## config.mk

```make
export PLATFORM = sky130hd
export DESIGN_NAME = fpll_core
export DESIGN_NICKNAME = d
export VERILOG_FILES = /design/src/fpll_pkg.sv /design/src/fpll_ref_div.sv /design/src/fpll_core.sv
export VERILOG_INCLUDE_DIRS = /design/src
export SDC_FILE = /design/constraint.sdc
export NUM_CORES = 1
export LEC_CHECK = 0
export ABC_AREA = 1
export BUFFER_PORTS_ARGS = -buffer_cell sky130_fd_sc_hd__buf_2
export CAP_MARGIN = 20
export CORE_AREA = 3 3 197 180
export DETAILED_ROUTE_END_ITERATION = 7
export DIE_AREA = 0 0 200 183
export HOLD_SLACK_MARGIN = 0.05
export PLACE_DENSITY = 0.66
export RECOVER_POWER = 50
export SKIP_LAST_GASP = 1
export SYNTH_ARGS = -nofsm -noshare
export SYNTH_HDL_FRONTEND = slang
export SYNTH_SLANG_ARGS = --single-unit
```

## constraint.sdc

```tcl
create_clock -name clk_in -period 5.79 [get_ports clk_in]
set_input_delay 0.2895 -clock clk_in [delete_from_list [all_inputs] [get_ports clk_in]]
set_output_delay 0.2895 -clock clk_in [all_outputs]
set_load 0.005 [all_outputs]
```

## src/fpll_consts.svh

```systemverilog
// Constants for the fractional divider and calibration timing block.
`ifndef FPLL_CONSTS_SVH
`define FPLL_CONSTS_SVH
`define FPLL_ADDR_INT        4'h0
`define FPLL_ADDR_PFRAC      4'h1
`define FPLL_ADDR_AFRAC      4'h2
`define FPLL_ADDR_AMOD       4'h3
`define FPLL_ADDR_REFCTL     4'h4
`define FPLL_ADDR_TIMING     4'h5
`define FPLL_ADDR_CALCTL     4'h6
`define FPLL_ADDR_STATUS     4'h7
`define FPLL_ADDR_NSTEP      4'h8
`define FPLL_INT_RST         16'h0017
`define FPLL_AMOD_RST        14'h0002
`define FPLL_R_RST           10'h001
`define FPLL_TIMEOUT_RST     10'h067
`define FPLL_LOCKTO_RST      5'h0C
`define FPLL_BANDDIV_RST     8'h1A
`define FPLL_BAND_CYCLES     4'hB
`define FPLL_BAND_PRESCALE   4'hF
`define FPLL_PMOD_BITS       24
`endif

```

## src/fpll_pkg.sv

```systemverilog
// Types shared by the fractional divider and calibration timing block.
package fpll_pkg;
  typedef enum logic [3:0]
  {
    FPLL_IDLE   = 4'h1,
    FPLL_SETTLE = 4'h2,
    FPLL_BAND   = 4'h4,
    FPLL_DONE   = 4'h8
  } fpll_cal_type;
endpackage

```

## src/fpll_ref_div.sv

```systemverilog
// Reference path: R divider and divide-by-two halving stage; the doubler input is not used.
`timescale 1ns/10ps
`default_nettype none
module fpll_ref_div
#(
  parameter int R_W = 10
)
(
  input  wire logic           clk_in,
  input  wire logic           nrst_in,
  input  wire logic           ref_edge_in,
  input  wire logic           doubler_in,
  input  wire logic [R_W-1:0] r_div_in,
  input  wire logic           halve_in,
  output logic                pfd_tick_out
);
  typedef struct packed
  {
    logic [R_W-1:0] rcnt;
    logic           half;
    logic           tick;
  } fpll_rd_type;
  fpll_rd_type st_r;
  fpll_rd_type st_nxt;
  logic        ref_tick;
  logic [R_W-1:0] r_eff;

  always_comb
  begin
    st_nxt = st_r;
    st_nxt.tick = 1'b0;
    r_eff = (r_div_in == '0) ? R_W'(1) : r_div_in;
    // The doubler setting is ignored: every reference edge pulse counts, with or without it.
    ref_tick = ref_edge_in;
    if (ref_tick)
    begin
      if (st_r.rcnt + R_W'(1) >= r_eff)
      begin
        st_nxt.rcnt = '0;
        if (halve_in)
        begin
          // The halving toggle passes every second terminal count as a one-cycle tick, halving the tick rate.
          st_nxt.half = ~st_r.half;
          st_nxt.tick = st_r.half;
        end
        else
        begin
          st_nxt.tick = 1'b1;
        end
      end
      else
      begin
        st_nxt.rcnt = st_r.rcnt + R_W'(1);
      end
    end
  end

  always_ff @(posedge clk_in)
  begin
    if (!nrst_in)
    begin
      st_r <= '0;
    end
    else
    begin
      st_r <= st_nxt;
    end
  end

  assign pfd_tick_out = st_r.tick;
endmodule
`default_nettype wire

```

## src/fpll_core.sv

```systemverilog
// Top of the fractional divider and calibration timing block.
`timescale 1ns/10ps
`default_nettype none
`include "fpll_consts.svh"
module fpll_core
#(
  parameter int R_W = 10
)
(
  input  wire logic        clk_in,
  input  wire logic        nrst_in,
  input  wire logic        ref_edge_in,
  input  wire logic        vco_tick_in,
  input  wire logic [3:0]  addr_in,
  input  wire logic [31:0] wdata_in,
  input  wire logic        wr_in,
  input  wire logic        rd_in,
  output logic [31:0]      rdata_out,
  output logic             pfd_tick_out,
  output logic             fb_tick_out,
  output logic             cal_busy_out,
  output logic             band_sel_out,
  output logic             cal_done_out
);
  typedef struct packed
  {
    logic [15:0]            int_part;
    logic [23:0]            primary_fraction;
    logic [13:0]            auxiliary_fraction;
    logic [13:0]            auxiliary_modulus;
    logic                   doubler;
    logic                   halve;
    logic [R_W-1:0]         r_div;
    logic [9:0]             timeout;
    logic [4:0]             lock_timeout;
    logic [4:0]             level_cal_wait;
    logic [7:0]             band_division_value;
    fpll_pkg::fpll_cal_type cal;
    logic [14:0]            settle_cnt;
    logic [11:0]            pre_cnt;
    logic [3:0]             band_cnt;
    logic [15:0]            n_cnt;
    logic [23:0]            acc1;
    logic [13:0]            acc2;
    logic                   carry_hold;
    logic [31:0]            rdata;
    logic                   fb_tick;
    logic                   pfd_tick;
    logic                   busy;
    logic                   band;
    logic                   done;
  } fpll_core_type;
  fpll_core_type st_r;
  fpll_core_type st_nxt;
  logic          pfd_tick;
  logic [24:0]   sum1;
  logic [14:0]   sum2;
  logic          aux_carry;

  fpll_ref_div #(.R_W(R_W)) u_ref
  (
    .clk_in       (clk_in),
    .nrst_in      (nrst_in),
    .ref_edge_in  (ref_edge_in),
    .doubler_in   (st_r.doubler),
    .r_div_in     (st_r.r_div),
    .halve_in     (st_r.halve),
    .pfd_tick_out (pfd_tick)
  );

  always_comb
  begin
    st_nxt = st_r;
    st_nxt.fb_tick = 1'b0;
    st_nxt.pfd_tick = pfd_tick;
    sum2 = '0;
    sum1 = '0;
    aux_carry = 1'b0;
    // Register writes.
    if (wr_in)
    begin
      if (addr_in == `FPLL_ADDR_INT)
      begin
        st_nxt.int_part = wdata_in[15:0];
      end
      else if (addr_in == `FPLL_ADDR_PFRAC)
      begin
        st_nxt.primary_fraction = wdata_in[23:0];
      end
      else if (addr_in == `FPLL_ADDR_AFRAC)
      begin
        st_nxt.auxiliary_fraction = wdata_in[13:0];
      end
      else if (addr_in == `FPLL_ADDR_AMOD)
      begin
        st_nxt.auxiliary_modulus = wdata_in[13:0];
      end
      else if (addr_in == `FPLL_ADDR_REFCTL)
      begin
        st_nxt.r_div = wdata_in[R_W-1:0];
        st_nxt.doubler = wdata_in[16];
        st_nxt.halve = wdata_in[17];
      end
      else if (addr_in == `FPLL_ADDR_TIMING)
      begin
        st_nxt.timeout = wdata_in[23:14];
        st_nxt.level_cal_wait = wdata_in[13:9];
        st_nxt.lock_timeout = wdata_in[8:4];
        st_nxt.band_division_value = wdata_in[31:24];
      end
      else if (addr_in == `FPLL_ADDR_CALCTL && wdata_in[0] && st_r.cal != fpll_pkg::FPLL_SETTLE
               && st_r.cal != fpll_pkg::FPLL_BAND)
      begin
        st_nxt.cal = fpll_pkg::FPLL_SETTLE;
        st_nxt.settle_cnt = 15'(st_r.timeout * st_r.lock_timeout);
        st_nxt.pre_cnt = '0;
        st_nxt.band_cnt = '0;
      end
    end
    // Fractional-N feedback divider clocked by the oscillator ticks on vco_tick_in.
    if (vco_tick_in)
    begin
      if (st_r.n_cnt == 16'h0000)
      begin
        st_nxt.fb_tick = 1'b1;
        sum2 = {1'b0, st_r.acc2} + {1'b0, st_r.auxiliary_fraction};
        if (sum2 >= {1'b0, st_r.auxiliary_modulus} && st_r.auxiliary_modulus != '0)
        begin
          aux_carry = 1'b1;
          sum2 = sum2 - {1'b0, st_r.auxiliary_modulus};
        end
        st_nxt.acc2 = sum2[13:0];
        // Primary accumulator wraps at the fixed 24-bit modulus.
        sum1 = {1'b0, st_r.acc1} + {1'b0, st_r.primary_fraction} + 25'(aux_carry);
        st_nxt.acc1 = sum1[`FPLL_PMOD_BITS-1:0];
        st_nxt.carry_hold = sum1[`FPLL_PMOD_BITS];
        st_nxt.n_cnt = sum1[`FPLL_PMOD_BITS] ? st_r.int_part : st_r.int_part - 16'h0001;
      end
      else
      begin
        st_nxt.n_cnt = st_r.n_cnt - 16'h0001;
      end
    end
    // Calibration timing runs on phase detector ticks.
    case (st_r.cal)
      fpll_pkg::FPLL_SETTLE:
      begin
        if (pfd_tick)
        begin
          if (st_r.settle_cnt <= 15'h0001)
          begin
            st_nxt.cal = fpll_pkg::FPLL_BAND;
          end
          else
          begin
            st_nxt.settle_cnt = st_r.settle_cnt - 15'h0001;
          end
        end
      end
      fpll_pkg::FPLL_BAND:
      begin
        if (pfd_tick)
        begin
          // One band clock spans sixteen times the division value in phase detector ticks.
          if (st_r.pre_cnt >= {st_r.band_division_value - 8'h01, `FPLL_BAND_PRESCALE} ||
              st_r.band_division_value == 8'h00)
          begin
            st_nxt.pre_cnt = '0;
            if (st_r.band_cnt == `FPLL_BAND_CYCLES - 4'h1)
            begin
              st_nxt.cal = fpll_pkg::FPLL_DONE;
            end
            else
            begin
              st_nxt.band_cnt = st_r.band_cnt + 4'h1;
            end
          end
          else
          begin
            st_nxt.pre_cnt = st_r.pre_cnt + 12'h001;
          end
        end
      end
      default:
      begin
      end
    endcase
    // Phase flags are registered so that the outputs come straight from flip-flops.
    st_nxt.busy = (st_nxt.cal == fpll_pkg::FPLL_SETTLE) || (st_nxt.cal == fpll_pkg::FPLL_BAND);
    st_nxt.band = st_nxt.cal == fpll_pkg::FPLL_BAND;
    st_nxt.done = st_nxt.cal == fpll_pkg::FPLL_DONE;
    // Register reads, data in the following cycle.
    st_nxt.rdata = '0;
    if (rd_in)
    begin
      if (addr_in == `FPLL_ADDR_INT)
      begin
        st_nxt.rdata = {16'h0000, st_r.int_part};
      end
      else if (addr_in == `FPLL_ADDR_PFRAC)
      begin
        st_nxt.rdata = {8'h00, st_r.primary_fraction};
      end
      else if (addr_in == `FPLL_ADDR_AFRAC)
      begin
        st_nxt.rdata = {18'h00000, st_r.auxiliary_fraction};
      end
      else if (addr_in == `FPLL_ADDR_AMOD)
      begin
        st_nxt.rdata = {18'h00000, st_r.auxiliary_modulus};
      end
      else if (addr_in == `FPLL_ADDR_REFCTL)
      begin
        st_nxt.rdata = {14'h0000, st_r.halve, st_r.doubler, 16'(st_r.r_div)};
      end
      else if (addr_in == `FPLL_ADDR_TIMING)
      begin
        st_nxt.rdata = {st_r.band_division_value, st_r.timeout, st_r.level_cal_wait, st_r.lock_timeout, 4'h0};
      end
      else if (addr_in == `FPLL_ADDR_STATUS)
      begin
        st_nxt.rdata = {28'h0000000, st_r.cal};
      end
      else if (addr_in == `FPLL_ADDR_NSTEP)
      begin
        st_nxt.rdata = {15'h0000, st_r.carry_hold, st_r.n_cnt};
      end
    end
  end

  always_ff @(posedge clk_in)
  begin
    if (!nrst_in)
    begin
      st_r <= '0;
      st_r.int_part <= `FPLL_INT_RST;
      st_r.auxiliary_modulus <= `FPLL_AMOD_RST;
      st_r.r_div <= R_W'(`FPLL_R_RST);
      st_r.timeout <= `FPLL_TIMEOUT_RST;
      st_r.lock_timeout <= `FPLL_LOCKTO_RST;
      st_r.band_division_value <= `FPLL_BANDDIV_RST;
      st_r.cal <= fpll_pkg::FPLL_IDLE;
    end
    else
    begin
      st_r <= st_nxt;
    end
  end

  assign rdata_out = st_r.rdata;
  assign pfd_tick_out = st_r.pfd_tick;
  assign fb_tick_out = st_r.fb_tick;
  assign cal_busy_out = st_r.busy;
  assign band_sel_out = st_r.band;
  assign cal_done_out = st_r.done;
endmodule
`default_nettype wire

```

; After elaboration in Yosys (flattened, before gate mapping)
; Index checks and enable logic that the tools add are counted.
[totals]
memories = 0
latch_bits = 0
ram_bits = 0
romBits = 0
in_bits = 42
register_bits = 247
[classes]
n_eq_ne = 16
bitwise = 8
mux = 39
shifts = 0
magnitude_cmp = 4
n_div = 0
reduce_logical = 24
addsub = 11
multipliers = 1
[ops]
columns = cell, count
row1 = 2-to-1 mux 35 bit, 8
row2 = 2-to-1 mux 24 bit, 4
row3 = 2-to-1 mux 16 bit, 5
row4 = 2-to-1 mux 17 bit, 2
row5 = 2-to-1 mux 32 bit, 1
row6 = subtractor 16 x 1 -> 16 bit (second input constant), 2
row7 = 2-to-1 mux 15 bit, 2
row8 = adder 24 x 24 -> 25 bit, 1
row9 = adder 25 x 1 -> 25 bit, 1
row10 = == test 4 x 3 -> 1 bit (second input constant), 6
row11 = 2-to-1 mux 4 bit, 6
row12 = 2-to-1 mux 10 bit, 2
row13 = 2-to-1 mux 19 bit, 1
row14 = == test 4 x 2 -> 1 bit (second input constant), 4
row15 = zero test 16 bit, 1
row16 = adder 14 x 14 -> 15 bit, 1
row17 = >= comparator 15 x 14 -> 1 bit, 1
row18 = less-or-equal comparator 15 x 1 -> 1 bit (second input constant), 1
row19 = multiplier 10 x 5 -> 15 bit, 1
row20 = subtractor 15 x 1 -> 15 bit (second input constant), 1
row21 = 2-to-1 mux 14 bit, 1
row22 = nonzero test 14 bit, 1
row23 = subtractor 14 bit, 1
row24 = adder 12 x 1 -> 12 bit (second input constant), 1
row25 = 26 further kinds, 48

; Depth between registers and ports, before layout
; Gate-level depths: netlist of run 1.
[logic_depth]
word_depth = 18
ltp_mapped = 37

; Cells and area by module
; A second synthesis of run 1 with hierarchy kept.
[hier_totals]
hier_cells = 2478
area_unflattened_um2 = 16744.8
[by_module_without_submodules]
columns = module, area_per_inst_um2, cells_each, instances
row1 = fpll_core, 15821.4, 2339, 1
row2 = fpll_ref_div, 923.4, 139, 1

; Worst setup path before layout of run 1
; Ideal clock, no wire load.
[synth_path]
path_type = flip-flop to flip-flop
start = register st_r[181] (netlist name)
end = register st_r[81] (netlist name)
arrival_time_ns = 4.615
synth_period_minus_slack_ns = 4.759
slack_ns = 1.031
n_path_buf = 2
path_stages_with_launch = 38
path_cell_list = dfxtp_1 > ha_1 > inv_1 > fa_1 > inv_1 > nand2_1 > nand3_1 > nand2_1 > nand2_1 > xor2_1 > inv_1 > ha_1 > nand2_1 > inv_1 > nand2_1 > inv_1 > nand2_1 > nand3_2 > [2 not listed] > nand2_1 > nand2_2 > nand2_4 > buf_6 > inv_1 > fa_1 > fa_1 > nand3_1 > nand2_1 > nand2_1 > nand2_2 > nand2_4 > nand3_4 > buf_8 > nand2_1 > nand3_1 > o21ai_1 > a21oi_1
[synth_between]
elab_chain_len = 9
[synth_rtl]
columns = item, line_no
row1 = from (decl), fpll_core.sv:53  ; fpll_core_type st_r;
row2 = from (signal assigned), fpll_core.sv:246  ; st_r <= st_nxt;
row3 = adder 14 x 14 -> 15 bit, fpll_core.sv:126  ; sum2 = {1'b0, st_r.acc2} + {1'b0, st_r.auxiliary_fraction};
row4 = >= comparator 15 x 14 -> 1 bit, fpll_core.sv:127  ; if (sum2 >= {1'b0, st_r.auxiliary_modulus} && st_r.auxiliary_modulus != '0)
row5 = logical AND 1 bit, fpll_core.sv:127
row6 = 2-to-1 mux 1 bit, fpll_core.sv:127
row7 = 2-to-1 mux 1 bit, fpll_core.sv:123  ; if (st_r.n_cnt == 16'h0000)
row8 = 2-to-1 mux 1 bit, fpll_core.sv:121  ; if (vco_tick_in)
row9 = adder 25 x 1 -> 25 bit, fpll_core.sv:134  ; sum1 = {1'b0, st_r.acc1} + {1'b0, st_r.primary_fraction} + 25'(aux_carry);
row10 = 2-to-1 mux 16 bit, fpll_core.sv:137  ; st_nxt.n_cnt = sum1[`FPLL_PMOD_BITS] ? st_r.int_part : st_r.int_part - 16'h0001;
row11 = 2-to-1 mux 16 bit, fpll_core.sv:123
; No other way between the ends. The select of a mux whose other input is x is not followed.
; A chain may end at the register's enable or synchronous reset.

; Worst setup path after layout of run 1
[layout_path]
start = register st_r[181] (netlist name)
end = register st_r[87] (netlist name)
; Same word-level chain as after synthesis.

==> results of run 1 <==
logic make-up (layout without fill, tap and decap cells):
group | after synthesis | count (layout) | synth area share
simple gates | 1021 | 1021 | 0.267
buf+inv | 435 | 483 | 0.109
xor+xnor | 77 | 77 | 0.0408
other cells | 0 | 1 | 0
flops | 247 | 247 | 0.296
fa+ha+maj | 131 | 131 | 0.111
compound gates | 529 | 529 | 0.177
state kept, by name, indices dropped and copies added, names as in the netlist:
name,flops
u_ref.pfd_tick_out,1
band_sel_out,1
rdata_out,32
cal_done_out,1
pfd_tick_out,1
fb_tick_out,1
cal_busy_out,1
st_r,198
u_ref.st_r,11
per-layer routing:
metal  vias to the layer above  part of all wire  GRT usage  wire, µm
met3                        93             0.062     0.0353      3120
met1                      7525              0.46      0.382     23400
li1                       8075                 -          -         -
met5                         -           0.00014          0         7
met2                       487              0.45      0.440     22600
met4                         2             0.029     0.0765      1490
placed cells by master, fill, tap and decap left out, types with 11 or more instances in the layout:
| cell | count |
|---|---|
| sky130_fd_sc_hd__a21oi_1 | 239 |
| sky130_fd_sc_hd__a41oi_1 | 14 |
| sky130_fd_sc_hd__buf_2 | 53 |
| sky130_fd_sc_hd__clkbuf_1 | 38 |
| sky130_fd_sc_hd__clkbuf_16 | 29 |
| sky130_fd_sc_hd__dfxtp_1 | 247 |
| sky130_fd_sc_hd__dlygate4sd3_1 | 19 |
| sky130_fd_sc_hd__fa_1 | 28 |
| sky130_fd_sc_hd__ha_1 | 103 |
| sky130_fd_sc_hd__inv_1 | 306 |
| sky130_fd_sc_hd__nand2_1 | 528 |
| sky130_fd_sc_hd__nand2_2 | 18 |
| sky130_fd_sc_hd__nand3_1 | 167 |
| sky130_fd_sc_hd__nand4_1 | 43 |
| sky130_fd_sc_hd__nor2_1 | 195 |
| sky130_fd_sc_hd__nor3_1 | 21 |
| sky130_fd_sc_hd__o211ai_1 | 11 |
| sky130_fd_sc_hd__o21ai_0 | 160 |
| sky130_fd_sc_hd__o21ai_1 | 17 |
| sky130_fd_sc_hd__o21bai_1 | 11 |
| sky130_fd_sc_hd__o22ai_1 | 17 |
| sky130_fd_sc_hd__xnor2_1 | 24 |
| sky130_fd_sc_hd__xor2_1 | 52 |
through the flow:
step	hold WS, ns	instances
final	0.0732	2951
after global routing	0.0666	2950
after CTS	0.0505	2950
after detailed placement	0.457	2878
after global placement	0.447	2877
after floorplan	0.416	2440
layout make-up:
| cell class | instances | area, µm² |
|---|---|---|
| fill | 3362 | 15400 |
| multi-input combinational | 1758 | 9950 |
| sequential | 247 | 4940 |
| inverter | 319 | 1200 |
| clock buffer | 42 | 845 |
| timing repair buffer | 111 | 648 |
| tap | 462 | 578 |
| clock inverter | 11 | 118 |
| antenna | 1 | 2.50 |
worst max-delay path: cells and delay by family, from the launching register on:
family	cells	cell delay, ns
xor gates and xnor gates	1	0.23
buffers and inverters	6	0.42
adders and majority gates	5	1.80
DFF	1	0.35
AOI/OAI and AO/OA	1	0.14
and+or+nand+nor	23	2.17
power by group through the flow:
stage                     Sequential (µW)  Combinational (µW)  Clock, µW
after floorplan                      1840                 692          0
after global placement               1860                 904          0
after detailed placement             1860                 912          0
after CTS                            1820                 927       1880
after global routing                 1830                1050       1950
final                                1830                 931       1850
path summary, 6_finish.rpt:
check / start / end / slack [ns] / cells after the start
min: wdata_in[31] / st_r[134] / 0.07 / 3
max: st_r[181] / st_r[87] / 0.56 / 36
min reg2reg: st_r[137] / st_r[137] / 0.46 / 2
max reg2reg: st_r[181] / st_r[87] / 0.56 / 36
timing repair:
| item | in CTS | in global routing |
|---|---|---|
| endpoints found under the hold margin | 33 | 0 |
| setup endpoints to repair | 0 | 1 |
| gates resized for setup | 0 | 1 |
| hold buffers | 19 | 0 |
| setup buffers | 0 | 0 |
==> impl_summary.log, run 1 <==
[metrics] maximum resistive drop on vdd: 0.217 mV
[metrics] total congestion overflow: 0
[metrics] violations in the final reports: capacitance limit, slew limit
[metrics] worst-path maximum fanout: 23
[metrics] fraction of power consumed by sequential logic: 0.397
[metrics] number of ports placed on the die boundary: 79
[metrics] kind of critical path: flip-flop to flip-flop
[metrics] Final min period: 5.23 ns
[metrics] most frequent cell after synthesis: sky130_fd_sc_hd__nand2_1
[metrics] Post-Route Setup TNS: 0 ns
[metrics] clock input transition at the sequential cells of the worst setup and hold paths: 0.06 ns
[metrics] RSZ-0062 raised after global routing: no
[metrics] count of flip-flops with a built-in enable after synthesis: 0
[metrics] Core ar.: 33700 µm²
[metrics] crit-path most repeated cell: sky130_fd_sc_hd__nand2_1
[metrics] all-layer global routing usage: 0.272
[metrics] kind of launch point of the worst setup path: flip-flop
[metrics] area fraction of the dominant cell type after synthesis: 0.296
[metrics] Antenna Violating Nets Remaining: 0
[metrics] standby leakage power: 0.00837 µW
[metrics] number of pins with negative max-slew slack in the final report: 194
[metrics] Synth area leaders: sky130_fd_sc_hd__dfxtp_1 (30%), sky130_fd_sc_hd__nand2_1 (12%), sky130_fd_sc_hd__ha_1 (7.7%)
[metrics] Synth-to-Final Area Change: 9.41%
[metrics] root cell of the clock tree: sky130_fd_sc_hd__clkbuf_16
[metrics] Routed wire per std cell: 17.1 µm
[metrics] Die Y: 183 µm
[metrics] maximum capacitance violations: 4
[metrics] portion of the post-synthesis area used by sequential elements: 0.296
[metrics] detailed placer's ending HPWL: 37.7 mm
[metrics] Switching Power: 1430 µW
[metrics] worst path arrival time: 5.72 ns
[metrics] number of distinct standard cells referenced by the synthesized netlist: 60
[metrics] pin count of the biggest net entering global routing: 78
[metrics] skew final: 0.0130 ns
[metrics] slowest stage cell, crit path: sky130_fd_sc_hd__fa_1
[metrics] post-layout total power: 4600 µW
[metrics] starting utilization of the core area: 0.496
[metrics] vias per cell: 5.48
[metrics] power density over the cells: 252 nW/µm²
[metrics] Hold Vio Cnt, Final: 0
[metrics] Nets: 2639
[metrics] number of warnings printed during yosys synthesis: 0
[metrics] netlist area before placement: 16700 µm²
[metrics] proportion of power drawn by combinational gates: 0.202
[metrics] total via count in the routed design: 16200
[metrics] wire length of the first global-routing pass: 81.1 mm
[metrics] routability-driven placement congestion ratio: 0.954
[metrics] final clock period utilization by the worst path: 0.904
[metrics] via count of the first global-routing pass: 15300
[metrics] register bit total from synthesis: 247
[metrics] wirelength, routed: 50.6 mm
[metrics] Synth Flop Type: sky130_fd_sc_hd__dfxtp_1
[metrics] TritonCTS clock tree: built
[metrics] most area-hungry cell type in the Yosys netlist: sky130_fd_sc_hd__dfxtp_1
[metrics] asr flop ratio synth: 0
[metrics] status: complete, but fails checks
[metrics] IO Port Bufs: 78
[metrics] cell area after placement: 17200 µm²
[metrics] relative slew slack: -1.22
[metrics] die outline area: 36600 µm²
[metrics] count of final setup violators: 0
[metrics] cells after synthesis: 2440
[metrics] clock latency on the worst-skew pair: 0.57 ns
[metrics] clk sinks: 247
[metrics] share of final-layout standard cells stronger than drive strength 1: 0.0740
[metrics] CTS H-tree depth: 1
[metrics] standard-cell row count: 64
[metrics] Avg Inst Size Synth: 6.85 µm²
[metrics] clock network fraction of design power: 0.401
[metrics] Fmax achieved: 191 MHz
[metrics] number of CTS-inserted buffers: 29
[metrics] Die Span X: 200 µm
[metrics] count of routing violations after the opening detailed-route iteration: 1462
[metrics] required time of the worst setup path: 6.28 ns
[metrics] Worst-Margin Slew: 3.34 ns
[metrics] drt drc: 0
[metrics] path type of the worst min-delay path: input port to flip-flop
[metrics] detailed-router iteration count before antenna repair: 7
[metrics] total internal power: 3170 µW
[metrics] initial antenna violation count: 1
[metrics] worst setup margin: 0.557 ns
[metrics] post-route cell area: 18300 µm²
[metrics] DP Worst Slack: 0.587 ns
[metrics] Crit path largest cell delay: 0.43 ns
[metrics] post-route core utilization: 0.543
[metrics] CP endpoint kind: flip-flop
[metrics] switching part of the total power: 0.310
[metrics] leading post-synthesis cells by instance count: sky130_fd_sc_hd__nand2_1 (527), sky130_fd_sc_hd__inv_1 (306), sky130_fd_sc_hd__dfxtp_1 (247), sky130_fd_sc_hd__a21oi_1 (239), sky130_fd_sc_hd__nor2_1 (196)
[metrics] buffer depth of the longest clock path: 3
[metrics] Net Count, Synth: 2613
(Power assumes the default switching activity.)
==> run 2, diff against run 1 <==
BUFFER_PORTS_ARGS = -buffer_cell sky130_fd_sc_hd__buf_4   (was -buffer_cell sky130_fd_sc_hd__buf_2)
CORE_AREA = 5 5 199 182   (was 3 3 197 180)
DIE_AREA = 0 0 204 187   (was 0 0 200 183)
==> impl_summary.log, run 2 (same netlist as run 1, synthesis figures left out) <==
[metrics] Core ar.: 33700 µm² (unchanged)
[metrics] DP Worst Slack: 0.610 ns (was 0.587 ns)
[metrics] worst path arrival time: 5.64 ns (was 5.72 ns)
[metrics] number of ports placed on the die boundary: 79 (unchanged)
[metrics] total internal power: 3270 µW (was 3170 µW)
[metrics] worst setup margin: 0.533 ns (was 0.557 ns)
[metrics] maximum capacitance violations: 2 (was 4)
[metrics] number of pins with negative max-slew slack in the final report: 119 (was 194)
[metrics] Hold Vio Cnt, Final: 0 (unchanged)
[metrics] clock latency on the worst-skew pair: 0.56 ns (was 0.57 ns)
[metrics] wirelength, routed: 51.0 mm (was 50.6 mm)
[metrics] pin count of the biggest net entering global routing: 61 (was 78)
[metrics] proportion of power drawn by combinational gates: 0.201 (was 0.202)
[metrics] path type of the worst min-delay path: input port to flip-flop (unchanged)
[metrics] count of final setup violators: 0 (unchanged)
[metrics] kind of launch point of the worst setup path: flip-flop (unchanged)
[metrics] Final min period: 5.26 ns (was 5.23 ns)
[metrics] Worst-Margin Slew: 2.96 ns (was 3.34 ns)
[metrics] total via count in the routed design: 16400 (was 16200)
[metrics] switching part of the total power: 0.306 (was 0.310)
[metrics] CP endpoint kind: flip-flop (unchanged)
[metrics] initial antenna violation count: 1 (unchanged)
[metrics] power density over the cells: 253 nW/µm² (was 252 nW/µm²)
[metrics] routability-driven placement congestion ratio: 0.958 (was 0.954)
[metrics] count of inserted antenna diode cells: 0 (was 1)
[metrics] kind of critical path: flip-flop to flip-flop (unchanged)
[metrics] fraction of power consumed by sequential logic: 0.388 (was 0.397)
[metrics] clock network fraction of design power: 0.411 (was 0.401)
[metrics] Die Y: 187 µm (was 183 µm)
[metrics] detailed-router iteration count before antenna repair: 6 (was 7)
[metrics] standard-cell row count: 64 (unchanged)
[metrics] Resize count post-CTS: 0 (unchanged)
[metrics] all-layer global routing usage: 0.260 (was 0.272)
[metrics] required time of the worst setup path: 6.17 ns (was 6.28 ns)
[metrics] buffer depth of the longest clock path: 3 (unchanged)
[metrics] CTS H-tree depth: 1 (unchanged)
[metrics] detailed placer's ending HPWL: 38.2 mm (was 37.7 mm)
[metrics] root cell of the clock tree: sky130_fd_sc_hd__clkbuf_16 (unchanged)
[metrics] Routed wire per std cell: 17.3 µm (was 17.1 µm)
[metrics] Fmax achieved: 190 MHz (was 191 MHz)
[metrics] Die Span X: 204 µm (was 200 µm)
[metrics] Antenna Violating Nets Remaining: 0 (unchanged)
[metrics] skew final: 0.0248 ns (was 0.0130 ns)
[metrics] Post-Route Setup TNS: 0 ns (unchanged)
[metrics] standby leakage power: 0.00851 µW (was 0.00837 µW)
[metrics] RSZ-0062 raised after global routing: no (unchanged)
[metrics] Synth-to-Final Area Change: 11.3% (was 9.41%)
[metrics] Nets: 2642 (was 2639)
[metrics] most frequent standard cell in the layout excluding fill and tap cells: sky130_fd_sc_hd__nand2_1 (unchanged)
[metrics] violations in the final reports: capacitance limit, slew limit (unchanged)
[metrics] max reg flops: 198 (unchanged)
[metrics] Switching Power: 1440 µW (was 1430 µW)
[metrics] clock input transition at the sequential cells of the worst setup and hold paths: 0.06 ns (about the same)
[metrics] hold slack: 0.0838 ns (was 0.0732 ns)
[metrics] number of CTS-inserted buffers: 29 (unchanged)
[metrics] share of final-layout standard cells stronger than drive strength 1: 0.0847 (was 0.0740)
[metrics] die outline area: 38100 µm² (was 36600 µm²)
[metrics] status: complete, but fails checks (unchanged)
[metrics] crit-path most repeated cell: sky130_fd_sc_hd__nand2_1 (unchanged)
[metrics] IO Port Bufs: 78 (unchanged)
[metrics] starting utilization of the core area: 0.496 (unchanged)
[metrics] most flop-heavy register: st_r (unchanged)
[metrics] relative slew slack: -0.974 (was -1.22)
[metrics] via count of the first global-routing pass: 15400 (was 15300)
[metrics] Crit path largest cell delay: 0.43 ns (about the same)
[metrics] maximum resistive drop on vdd: 0.183 mV (was 0.217 mV)
[metrics] total congestion overflow: 0 (unchanged)
[metrics] drt drc: 0 (unchanged)
[metrics] worst-path maximum fanout: 23 (unchanged)
[metrics] final clock period utilization by the worst path: 0.908 (was 0.904)
[metrics] count of routing violations after the opening detailed-route iteration: 1346 (was 1462)
[metrics] TritonCTS clock tree: built (unchanged)
[metrics] slowest stage cell, crit path: sky130_fd_sc_hd__fa_1 (unchanged)
[metrics] wire length of the first global-routing pass: 82.4 mm (was 81.1 mm)
[metrics] top library cells by usage in the layout, fill and taps aside: sky130_fd_sc_hd__nand2_1 (527), sky130_fd_sc_hd__inv_1 (306), sky130_fd_sc_hd__dfxtp_1 (247), sky130_fd_sc_hd__a21oi_1 (239), sky130_fd_sc_hd__nor2_1 (194) (was sky130_fd_sc_hd__nand2_1 (528), sky130_fd_sc_hd__inv_1 (306), sky130_fd_sc_hd__dfxtp_1 (247), sky130_fd_sc_hd__a21oi_1 (239), sky130_fd_sc_hd__nor2_1 (195))
[metrics] clk sinks: 247 (unchanged)
[metrics] vias per cell: 5.56 (was 5.48)
-- run 2: changes by cell type in the layout (fill, tap and decap cells not counted), sizes merged --
cell / change
buf: -12
dlygate4sd3: +6
bufinv: +3
clkbuf: +3
clkinv: +1
clkinvlp: +1
diode: -1
inv: +1
-- run 2: routing by layer --
metal / vias to the layer above / track usage / share of wire
met5: - / 0 / 0.00020
met4: 2 / 0.0667 / 0.027
met3: 94 / 0.0409 / 0.074
met2: 576 / 0.420 / 0.44
met1: 7657 / 0.364 / 0.46
li1: 8090 / - / -
-- run 2: power groups by stage --
| stage | Sequential, µW | Clock (µW) | Combinational (µW) |
|---|---|---|---|
| floorplan | 1840 | 0 | 692 |
| global placement | 1860 | 0 | 906 |
| detailed placement | 1860 | 0 | 917 |
| CTS | 1820 | 1960 | 936 |
| global route | 1830 | 2040 | 1070 |
| finish | 1830 | 1930 | 949 |
-- run 2: through the flow --
| step | util | power [µW] | instances | cell area [µm²] |
|---|---|---|---|---|
| finish | 0.552 | 4710 | 2953 | 18600 |
| global route | 0.552 | 4940 | 2953 | 18600 |
| CTS | 0.553 | 4720 | 2953 | 18600 |
| detailed placement | 0.515 | 2780 | 2875 | 17400 |
| global placement | 0.514 | 2770 | 2874 | 17300 |
| floorplan | - | 2530 | 2440 | 16700 |
-- run 2: final timing paths --
| check | startpoint | endpoint | slack, ns | cells past startpoint |
|---|---|---|---|---|
| hold / removal | wdata_in[3] | st_r[184] | 0.08 | 3 |
| hold reg to reg | st_r[136] | st_r[136] | 0.46 | 2 |
| setup / recovery | st_r[181] | st_r[89] | 0.53 | 35 |
| setup reg to reg | st_r[181] | st_r[89] | 0.53 | 35 |
-- run 2: cell type report --
type	instances	area [µm²]
Inverter	319	1200
Clock inverter	17	224
Clock buffer	36	782
Tap cell	462	578
Sequential cell	247	4940
Fill cell	3358	15100
Timing Repair Buffer	114	913
Multi-Input combinational cell	1758	9960
-- run 2: critical path, delay by kind of cell, from the launching register on --
kind,cells,cell delay (ns)
buf+inv,6,0.42
fa+ha+maj,5,1.83
xor+xnor,1,0.15
simple gates,22,2.24
compound gates,1,0.06
flops,1,0.35
-- run 2: timing repair --
action	in CTS	in global routing
endpoints found under the setup margin	0	0
endpoints found under the hold margin	36	0
setup buffers	0	0
hold buffers	25	0
